File: src/tcb_consts.svh
// Constants for the level value and input select register bank.
// Assumes an APB slave with 32-bit data; printed offsets are indices, byte address is index times four.
// Summary of operation
// Index 0x29 holds value 0 in bits 9:0 and value 1 in bits 19:10.
// Index 0x2a holds value 2 low and value 3 in bits 19:10.
// Index 0x2b holds value 4 in bits 9:0 and value 5 in bits 19:10.
// Index 0x2c holds value 6 low, value 7 high; resets to zero here.
// Index 0x2d holds value 8 low, value 9 high; resets to zero here.
// Each field's lowest bit is its least significant bit.
// Bits 31:20 of each level value register read as zero.
// Index 0x2e holds eight 3-bit selectors, input n at bits 3n+2:3n.
// Selector k routes stored value k to its input; values 8, 9 unselectable.
// Selector register reads zero after reset, so inputs use value 0.
// Values 8 and 9 are driven out as levels for the highest channels.
// Writes to reserved bits are dropped; those bits keep reading zero.
`ifndef TCB_CONSTS_SVH
`define TCB_CONSTS_SVH
`define TCB_IDX_VAL01 8'h29
`define TCB_IDX_VAL23 8'h2a
`define TCB_IDX_VAL45 8'h2b
`define TCB_IDX_VAL67 8'h2c
`define TCB_IDX_VAL89 8'h2d
`define TCB_IDX_SEL 8'h2e
`define TCB_LO_LSB 0
`define TCB_HI_LSB 10
`define TCB_VAL_W 10
`define TCB_SEL_W 3
`define TCB_VAL_RST 10'h000
`define TCB_SEL_RST 24'h000000
`define TCB_VAL_MASK 32'h000fffff
`define TCB_SEL_MASK 32'h00ffffff
`endif

File: src/tcb_pkg.sv
// Types shared by the level value bank.
// Assumes the constants header is included by the users.
package tcb_pkg;
   typedef logic [9:0] tcb_level_t;
   typedef logic [2:0] tcb_sel_t;
   typedef enum logic [1:0] {TCB_IDLE, TCB_ACCESS} tcb_state_t;
endpackage

File: src/tcb_level_mux.sv
// Routes one of the stored values 0 to 7 to each of eight inputs.
// Assumes selector and value vectors come from registers on the same clock.
`timescale 1ns/1ps
module tcb_level_mux
   import tcb_pkg::*;
(
   input wire logic [79:0] levels,
   input wire logic [23:0] selects,
   output logic [79:0] routed
);
   // per-input value pick
   always_comb begin
      routed = '0;
      for (int n = 0; n < 8; n++) begin
         routed[n*10 +: 10] = levels[selects[n*3 +: 3]*10 +: 10];
      end
   end
endmodule

File: src/tcb_bank.sv
// APB register bank holding ten 10-bit level values and an 8-input select map.
// Assumes a standard APB master on clk; every output is registered.
//
// Decided for this implementation: the APB register port.
`timescale 1ns/1ps
`include "tcb_consts.svh"
module tcb_bank
   import tcb_pkg::*;
(
   input wire logic clk,
   input wire logic arst_n,
   input wire logic psel,
   input wire logic penable,
   input wire logic pwrite,
   input wire logic [31:0] paddr,
   input wire logic [31:0] pwdata,
   input wire logic [3:0] pstrb,
   output logic pready,
   output logic pslverr,
   output logic [31:0] prdata,
   output logic [79:0] level_values,
   output logic [79:0] input_levels,
   output logic [9:0] level_value_8,
   output logic [9:0] level_value_9
);
   logic [19:0] val_q [0:4];
   logic [19:0] val_d [0:4];
   logic [23:0] sel_q, sel_d;
   logic [31:0] prdata_q, prdata_d;
   logic pready_q, pready_d, pslverr_q, pslverr_d;
   // Values 8 and 9 ride in the top twenty bits of the flattened copy
   logic [99:0] lv_q, lv_d;
   logic [79:0] il_q, il_d;
   logic [79:0] routed;
   tcb_state_t st_q, st_d;

   // Index from byte address; misaligned or high addresses decode as unmapped
   function automatic logic [3:0] reg_slot(input logic [31:0] a);
      logic [3:0] s;
      s = 4'hf;
      if (a[1:0] == 2'b00 && a[31:10] == '0) begin
         case (a[9:2])
            `TCB_IDX_VAL01: s = 4'h0;
            `TCB_IDX_VAL23: s = 4'h1;
            `TCB_IDX_VAL45: s = 4'h2;
            `TCB_IDX_VAL67: s = 4'h3;
            `TCB_IDX_VAL89: s = 4'h4;
            `TCB_IDX_SEL: s = 4'h5;
            default: s = 4'hf;
         endcase
      end
      return s;
   endfunction

   // Byte-lane merge with a writable-bit mask
   function automatic logic [31:0] merge(input logic [31:0] old, input logic [31:0] nw,
                                         input logic [3:0] st, input logic [31:0] msk);
      logic [31:0] r;
      r = old;
      for (int b = 0; b < 4; b++) begin
         if (st[b]) r[b*8 +: 8] = nw[b*8 +: 8];
      end
      return r & msk;
   endfunction

   // Only values 0 to 7 are selectable, so the router sees the low eight fields
   tcb_level_mux i_tcb_level_mux (
      .levels(lv_q[79:0]),
      .selects(sel_q),
      .routed(routed)
   );

   // Bus state and register next values; one wait state gives a two-cycle access
   always_comb begin
      logic [3:0] slot;
      slot = reg_slot(paddr);
      st_d = st_q;
      sel_d = sel_q;
      for (int i = 0; i < 5; i++) val_d[i] = val_q[i];
      prdata_d = prdata_q;
      pready_d = 1'b0;
      pslverr_d = 1'b0;
      case (st_q)
         TCB_IDLE: begin
            if (psel && penable) begin
               st_d = TCB_ACCESS;
               pready_d = 1'b1;
               pslverr_d = (slot == 4'hf);
               prdata_d = 32'h00000000;
               if (pwrite) begin
                  // value field writes
                  // reserved bits masked off
                  if (slot < 4'h5)
                     val_d[slot[2:0]] = 20'(merge({12'h000, val_q[slot[2:0]]}, pwdata, pstrb,
                                                  `TCB_VAL_MASK));
                  // selector write
                  if (slot == 4'h5)
                     sel_d = 24'(merge({8'h00, sel_q}, pwdata, pstrb, `TCB_SEL_MASK));
               end else begin
                  // reserved bits read zero
                  if (slot < 4'h5) prdata_d = {12'h000, val_q[slot[2:0]]};
                  if (slot == 4'h5) prdata_d = {8'h00, sel_q};
               end
            end
         end
         TCB_ACCESS: st_d = TCB_IDLE;
         default: st_d = TCB_IDLE;
      endcase
   end

   // Flatten values; LSB of each field sits at its lowest bit
   always_comb begin
      for (int i = 0; i < 5; i++) begin
         lv_d[i*20 +: 10] = val_q[i][`TCB_LO_LSB +: `TCB_VAL_W];
         lv_d[i*20+10 +: 10] = val_q[i][`TCB_HI_LSB +: `TCB_VAL_W];
      end
      il_d = routed;
   end

   // reset values; undefined reset chosen as zero
   always_ff @(posedge clk or negedge arst_n) begin
      if (!arst_n) begin
         st_q <= TCB_IDLE;
         for (int i = 0; i < 5; i++) val_q[i] <= {`TCB_VAL_RST, `TCB_VAL_RST};
         sel_q <= `TCB_SEL_RST;
         prdata_q <= 32'h00000000;
         pready_q <= 1'b0;
         pslverr_q <= 1'b0;
         lv_q <= '0;
         il_q <= '0;
      end else begin
         st_q <= st_d;
         for (int i = 0; i < 5; i++) val_q[i] <= val_d[i];
         sel_q <= sel_d;
         prdata_q <= prdata_d;
         pready_q <= pready_d;
         pslverr_q <= pslverr_d;
         lv_q <= lv_d;
         il_q <= il_d;
      end
   end

   assign pready = pready_q;
   assign pslverr = pslverr_q;
   assign prdata = prdata_q;
   assign level_values = lv_q[79:0];
   assign input_levels = il_q;
   // values 8 and 9 for the highest channels
   assign level_value_8 = lv_q[80 +: 10];
   assign level_value_9 = lv_q[90 +: 10];

   // Assertions
   a_ready_pulse: assert property (@(posedge clk) disable iff (!arst_n)
      pready |=> !pready) else $error("pready held two cycles");
   a_ready_timing: assert property (@(posedge clk) disable iff (!arst_n)
      (psel && penable && !pready) |=> pready) else $error("pready late");
   a_resv_read: assert property (@(posedge clk) disable iff (!arst_n)
      (pready && !pwrite && reg_slot(paddr) < 4'h5) |-> prdata[31:20] == 12'h000)
      else $error("reserved bits nonzero");
   a_sel_read: assert property (@(posedge clk) disable iff (!arst_n)
      (pready && !pwrite && reg_slot(paddr) == 4'h5) |-> prdata == {8'h00, sel_q})
      else $error("select readback wrong");
   a_sel_write: assert property (@(posedge clk) disable iff (!arst_n)
      (psel && penable && !pready && pwrite && reg_slot(paddr) == 4'h5 && pstrb == 4'hf)
      |=> sel_q == $past(pwdata[23:0])) else $error("selector not stored");
   // Routing is registered, so the output follows the previous cycle's map and values
   a_sel_route: assert property (@(posedge clk) disable iff (!arst_n)
      $stable(sel_q) && $stable(lv_q) |=> input_levels[0 +: 10] == $past(lv_q[sel_q[2:0]*10 +: 10]))
      else $error("input 0 routing wrong");
   a_val0_write: assert property (@(posedge clk) disable iff (!arst_n)
      (psel && penable && !pready && pwrite && reg_slot(paddr) == 4'h0 && pstrb == 4'hf)
      |=> ##1 level_values[9:0] == $past(pwdata[9:0], 2)) else $error("value 0 not stored");
   a_val8_out: assert property (@(posedge clk) disable iff (!arst_n)
      $stable(val_q[4]) |=> level_value_8 == $past(val_q[4][9:0])) else $error("value 8 wrong");
   a_val9_out: assert property (@(posedge clk) disable iff (!arst_n)
      $stable(val_q[4]) |=> level_value_9 == $past(val_q[4][19:10])) else $error("value 9 wrong");
   a_unmapped_err: assert property (@(posedge clk) disable iff (!arst_n)
      (psel && penable && !pready && reg_slot(paddr) == 4'hf) |=> pslverr)
      else $error("unmapped not flagged");
endmodule

File: config.mk
export PLATFORM = sky130hd
export DESIGN_NAME = tcb_bank
export DESIGN_NICKNAME = d
export VERILOG_FILES = /design/src/tcb_pkg.sv /design/src/tcb_level_mux.sv /design/src/tcb_bank.sv
export VERILOG_INCLUDE_DIRS = /design/src
export SDC_FILE = /design/constraint.sdc
export NUM_CORES = 1
export LEC_CHECK = 0
export ABC_AREA = 0
export BUFFER_PORTS_ARGS = -buffer_cell sky130_fd_sc_hd__buf_2
export CORE_MARGIN = 3
export CORE_UTILIZATION = 55
export CTS_CLUSTER_SIZE = 24
export DETAILED_ROUTE_END_ITERATION = 16
export GPL_TIMING_DRIVEN = 0
export PLACE_DENSITY_LB_ADDON = 0.1
export SYNTH_ARGS = -nofsm -noshare
export SYNTH_HDL_FRONTEND = slang
export SYNTH_SLANG_ARGS = --single-unit
File: constraint.sdc
create_clock -name clk -period 4.17 [get_ports clk]
set_input_delay 0.834 -clock clk [delete_from_list [all_inputs] [get_ports clk]]
set_output_delay 0.834 -clock clk [all_outputs]
set_load 0.01 [all_outputs]
==> results of run 1 <==
## cells in the final DEF (no fill, tap or decap), drive strengths merged, types with 18 or more instances in the layout
master	count
a211oi	34
a21oi	35
buf	300
clkbuf	128
dfrtp	331
mux2	107
mux4	160
nand2	118
nand3b	18
nor2	27
nor3b	36
o21ai	138
## cell usage after synthesis, drive strengths merged (5+ instances only)
library cell / number / area (µm²)
a2111oi: 16 / 140
a211oi: 34 / 255
a21oi: 35 / 175
buf: 32 / 170
clkbuf: 83 / 312
dfrtp: 331 / 8280
inv: 7 / 26.3
mux2: 107 / 1200
mux4: 160 / 3600
nand2: 118 / 443
nand2b: 17 / 106
nand3: 5 / 25.0
nand3b: 18 / 135
nor2: 27 / 104
nor3b: 36 / 270
nor4: 14 / 106
o21ai: 138 / 691
o31ai: 7 / 57.6
o32ai: 17 / 149
## cell families after synthesis
group	Yosys count
DFF	331
muxes	268
and+or+nand+nor	264
AOI/OAI and AO/OA	261
buffers and inverters	122
xor gates and xnor gates	1
other	1
## worst register-to-register path, delay by kind of cell, from the launching register on
| family | cells | cell delay [ps] |
|---|---|---|
| flops | 1 | 350 |
| simple gates | 4 | 1060 |
| mux | 1 | 350 |
| buf+inv | 3 | 750 |
## metrics by stage
step                TNS [ps]  hold WS (ps)  utilization [%]  worst slack [ps]
finish                     0           269             67.7               464
CTS                        0           344             67.7               588
floorplan                  0           369                -              1270
global placement    -1266580           383             63.1             -3860
detailed placement         0           389             63.3              65.4
global route               0           355             67.7               412
## power breakdown
group	leakage, µW	total (µW)	internal, µW	switching (µW)
Combinational	0.00379	322	101	221
Sequential	0.00460	3250	3240	12.1
Clock	0.000624	3480	2100	1380
## flip-flops by register name, summed over array words and instances, names as in the netlist
| register | flops |
|---|---|
| lv_q | 100 |
| pslverr | 1 |
| lv_d | 100 |
| prdata | 24 |
| input_levels | 80 |
| st_q | 1 |
| pready | 1 |
| sel_q | 24 |
## worst paths after layout
| check | startpoint | to | slack, ps |
|---|---|---|---|
| setup / recovery | paddr[2] | lv_d[89] | 460 |
| hold / removal | arst_n | input_levels[55] | 270 |
| setup reg to reg | st_q[0] | lv_d[99] | 1550 |
| hold reg to reg | lv_d[31] | lv_q[31] | 400 |
| max in group asynchronous | arst_n | lv_d[76] | 2810 |
| min in group clk | lv_d[31] | lv_q[31] | 400 |
## layout make-up
cell class,count,area [µm²],area share [%]
plain buffers,115,482,2.43
inverters,7,26.3,0.133
multi-input cells,802,7840,39.6
well taps,384,480,2.43
diodes,1,2.50,0.0126
clock buffers,45,997,5.03
flip-flops and latches,331,8280,41.8
repair buffers,268,1400,7.05
clock inverters,21,298,1.50
## metal layers
metal	part of all wire, %	vias up	routed length, µm
met2	46	1021	28000
met4	4.8	2	2880
met5	0.020	-	12
met3	11	189	6470
met1	38	6841	22900
li1	-	5434	-
==> flow_summary.json, run 1 <==
{
  "dpl.cell_count": 1907,
  "cts.path.max_buffers": 3,
  "h-tree-depth": 2,
  "yosys_warnings": 0,
  "hpwl_mm": 44.2,
  "outcome": "finished clean",
  "yosys.area_share.simple_pct": 8.44,
  "ys_ff_latch": 331,
  "drt_iter0_drc": 1826,
  "setup_viol": 0,
  "power_uw": 7050,
  "synth_fa_ha_area_share_pct": 0,
  "dpl_cell_area_um2": 18500,
  "grt_max_degree": 124,
  "drt-total-wl_mm": 60.2,
  "vdd_drop_max_mv": 0.330,
  "synth.distinct_cells": 52,
  "grt-busiest-layer": "met2",
  "max-cap-violations": 0,
  "use_met3_pct": 8.67,
  "async_flop_share_pct": 100,
  "cts_sinks": 331,
  "skew_ps": 24.9,
  "antenna_found_initial": 2,
  "final_area_um2": 19800,
  "crit_required_ps": 4520,
  "fin_nets": 1634,
  "dieArea_um2": 32300,
  "synthXorXnorAreaFrac_pct": 0.0527,
  "postCtsSetupRepairBufs": 0,
  "clk_pin_slew_ps": 60,
  "crit_top_cell": "buf_2",
  "dr.pass1.iters": 5,
  "layout-drive-gt1-share_pct": 39.7,
  "post-route-period-util_pct": 88.9,
  "ys_seq_area_share_pct": 49.9,
  "min_period_ps": 3710,
  "place.gp.congestion": 0.996,
  "worst-path-buf-inv": 3,
  "tightestPinTransition_ps": 1280,
  "crit_fanout": 10,
  "core.rowCount": 62,
  "cts-root-buf": "clkbuf_16",
  "num_vias": 13500,
  "hold_buffers": 0,
  "fin_cells": 1974,
  "crit_path_end_kind": "register",
  "criticalPathCategory": "in2reg",
  "gr-usage-met2_pct": 57.4,
  "postSynthCellCount": 1248,
  "hp-class": "in2async",
  "synth_area_per_cell_um2": 13.3,
  "muxShareOfSynthArea_pct": 29.0,
  "grt_pass1_wl_mm": 89.8,
  "via_per_inst": 6.83,
  "ctsResizeCount": 0,
  "die_w_um": 180,
  "cts_tree": "built",
  "n_fill_cell": 2191,
  "rsz0062_at_grt": "no",
  "grt_use_total_pct": 37.0,
  "slowest_stage": "a21oi_1",
  "path_cells": "buf_2 -> buf_2 -> nor4b_2 -> nand4_1 -> clkbuf_1 -> o32ai_1 -> a2111oi_0 -> a21oi_1 -> o21ai_0",
  "drc": 0,
  "hold_viol": 0,
  "die_height_um": 180,
  "area_delta_synth_final_pct": 19.3,
  "io_buffers": 266,
  "cpLargestDelayFamily": "compound AO/OA/AOI/OAI gates",
  "cts_buffers": 36,
  "power_density_nw_per_um2": 356,
  "crit_cells": 9,
  "drv_slew": 0,
  "core-area_um2": 29200,
  "cpPeakStageDelay_ps": 770,
  "synth_edf_count": 0,
  "grt.overflow.total": 0,
  "antenna_left": 0,
  "relSlewSlack_pct": 14.5,
  "fmax_ghz": 0.270,
  "start_kind": "input port",
  "first_global_vias": 13500,
  "ios": 287,
  "grt_util_met1_pct": 51.2,
  "wl_per_cell_um": 30.5,
  "clk_latency_ps": 530,
  "arrival_ps": 4060,
  "synth_area_um2": 16600,
  "start_util_pct": 56.8,
  "synth-compound-area-share_pct": 9.54,
  "synth_top_family_by_area": "multiplexers",
  "r2r_cells": 8,
  "leakagePower_uw": 0.00902,
  "ys.flop_type": "dfrtp_1"
}
(Power assumes the default switching activity.)
==> run 2, diff against run 1 <==
--- a/config.mk
+++ b/config.mk
@@ -10,6 +10,7 @@
 export BUFFER_PORTS_ARGS = -buffer_cell sky130_fd_sc_hd__buf_2
 export CORE_MARGIN = 3
 export CORE_UTILIZATION = 55
+export CTS_BUF_LIST = sky130_fd_sc_hd__clkbuf_16
 export CTS_CLUSTER_SIZE = 24
 export DETAILED_ROUTE_END_ITERATION = 16
 export GPL_TIMING_DRIVEN = 0
==> constraint.sdc (replaced) <==
create_clock -name clk -period 4.5 [get_ports clk]
set_input_delay 0.9 -clock clk [delete_from_list [all_inputs] [get_ports clk]]
set_output_delay 0.9 -clock clk [all_outputs]
set_load 0.01 [all_outputs]
==> flow_summary.json, run 2 (synthesis results as in run 1) <==
{
  "grt.overflow.total": 0,
  "setup_viol": 0,
  "first_global_vias": 13500,
  "antenna_left": 0,
  "ios": 287,
  "skew_ps": 25.9,
  "start_util_pct": 56.8,
  "cts-root-buf": "clkbuf_16",
  "multi_input_area_um2": 7840,
  "n_fill_cell": 2192,
  "place.gp.congestion": 0.996,
  "cts_buffers": 36,
  "max-cap-violations": 0,
  "dpl_cell_area_um2": 18500,
  "crit_fanout": 10,
  "relSlewSlack_pct": 16.2,
  "criticalPathCategory": "in2reg",
  "antenna_found_initial": 2,
  "hp-class": "in2async",
  "layout-drive-gt1-share_pct": 39.6,
  "ctsResizeCount": 0,
  "drc": 0,
  "post-route-period-util_pct": 83.5,
  "die_height_um": 180,
  "layout_common_cells": "dfrtp_1 (331), buf_2 (278), mux4_2 (160)",
  "io_buffers": 266,
  "hold_buffers": 0,
  "cts_tree": "built",
  "num_vias": 13500,
  "crit_required_ps": 4870,
  "fin_nets": 1634,
  "grt_max_degree": 124,
  "min_period_ps": 3760,
  "cts_sinks": 331,
  "core-area_um2": 29200,
  "start_kind": "input port",
  "final_area_um2": 19800,
  "via_per_inst": 6.84,
  "grt_use_total_pct": 37.0,
  "grt_pass1_wl_mm": 89.8,
  "cts.path.max_buffers": 3,
  "outcome": "finished clean",
  "drt_iter0_drc": 1688,
  "dpl.cell_count": 1907,
  "rsz0062_at_grt": "no",
  "tightestPinTransition_ps": 1260,
  "postCtsSetupRepairBufs": 0,
  "vdd_drop_max_mv": 0.306,
  "dieArea_um2": 32300,
  "clk_pin_slew_ps": 60,
  "die_w_um": 180,
  "timing.hold.ws_ps": 346,
  "dr.pass1.iters": 6,
  "wl_per_cell_um": 30.5,
  "arrival_ps": 4120,
  "crit_path_end_kind": "register",
  "seq_area_um2": 8280,
  "power_density_nw_per_um2": 328,
  "fmax_ghz": 0.266,
  "area_delta_synth_final_pct": 19.1,
  "hpwl_mm": 44.2,
  "antenna_cells": 0,
  "h-tree-depth": 2,
  "core.rowCount": 62,
  "drv_slew": 0,
  "drt-total-wl_mm": 60.2,
  "hold_viol": 0,
  "fin_cells": 1973,
  "mostFrequentLayoutCell": "dfrtp_1",
  "leakagePower_uw": 0.00903,
  "clk_latency_ps": 530
}
## run 2: changes by cell type in the layout (fill, tap and decap cells not counted)
cell and change:
clkbuf_1 -5, clkbuf_8 -2, clkinv_1 +2, diode_2 -1, inv_1 +5
## run 2: worst paths after layout
kind | cells past startpoint | slack (ps) | endpoint | from
min in group clk | 0 | 390 | lv_q[31] | lv_d[31]
setup reg to reg | 8 | 1890 | lv_d[99] | st_q[0]
setup / recovery | 9 | 740 | lv_d[68] | paddr[2]
max in group asynchronous | 2 | 3070 | lv_d[76] | arst_n
hold / removal | 1 | 350 | input_levels[55] | arst_n
hold reg to reg | 0 | 390 | lv_q[31] | lv_d[31]
## run 2: area by class of cell
| cell class | count | area share, % |
|---|---|---|
| multi-input cells | 802 | 39.6 |
| well taps | 384 | 2.43 |
| clock buffers | 38 | 4.81 |
| flip-flops and latches | 331 | 41.9 |
| plain buffers | 115 | 2.43 |
| clock inverters | 28 | 1.64 |
| repair buffers | 268 | 7.06 |
| inverters | 7 | 0.133 |
## run 2: power breakdown
part	total, µW	internal, µW	switching, µW
registers	3010	3000	11.6
logic	298	93.2	205
clock network	3170	1900	1270
## run 2: worst max-delay path: stages
cell and delay (ps):
buf_2 80, buf_2 190, nor4b_2 250, nand4_1 550, clkbuf_1 420, o32ai_1 610, a2111oi_0 230, a21oi_1 640
o21ai_0 240
## run 2: per-stage QoR
| step | setup slack, ps | utilization, % | power (µW) | TNS [ps] |
|---|---|---|---|---|
| final | 741 | 67.7 | 6480 | 0 |
| after global placement | -3590 | 63.1 | 3350 | -1179200 |
| after CTS | 852 | 67.7 | 6490 | 0 |
| after detailed placement | 329 | 63.3 | 3360 | 0 |
| after global routing | 676 | 67.7 | 6660 | 0 |
| after floorplan | 1530 | - | 3190 | 0 |
## run 2: metal layers
metal  up-vias  global-route usage, %  share of wire [%]
li1       5426                      -                  -
met1      6845                   51.2                 38
met2      1038                   57.4                 47
met3       185                   8.69                 11
met4         2                   15.4                4.5
met5         -                      0              0.020
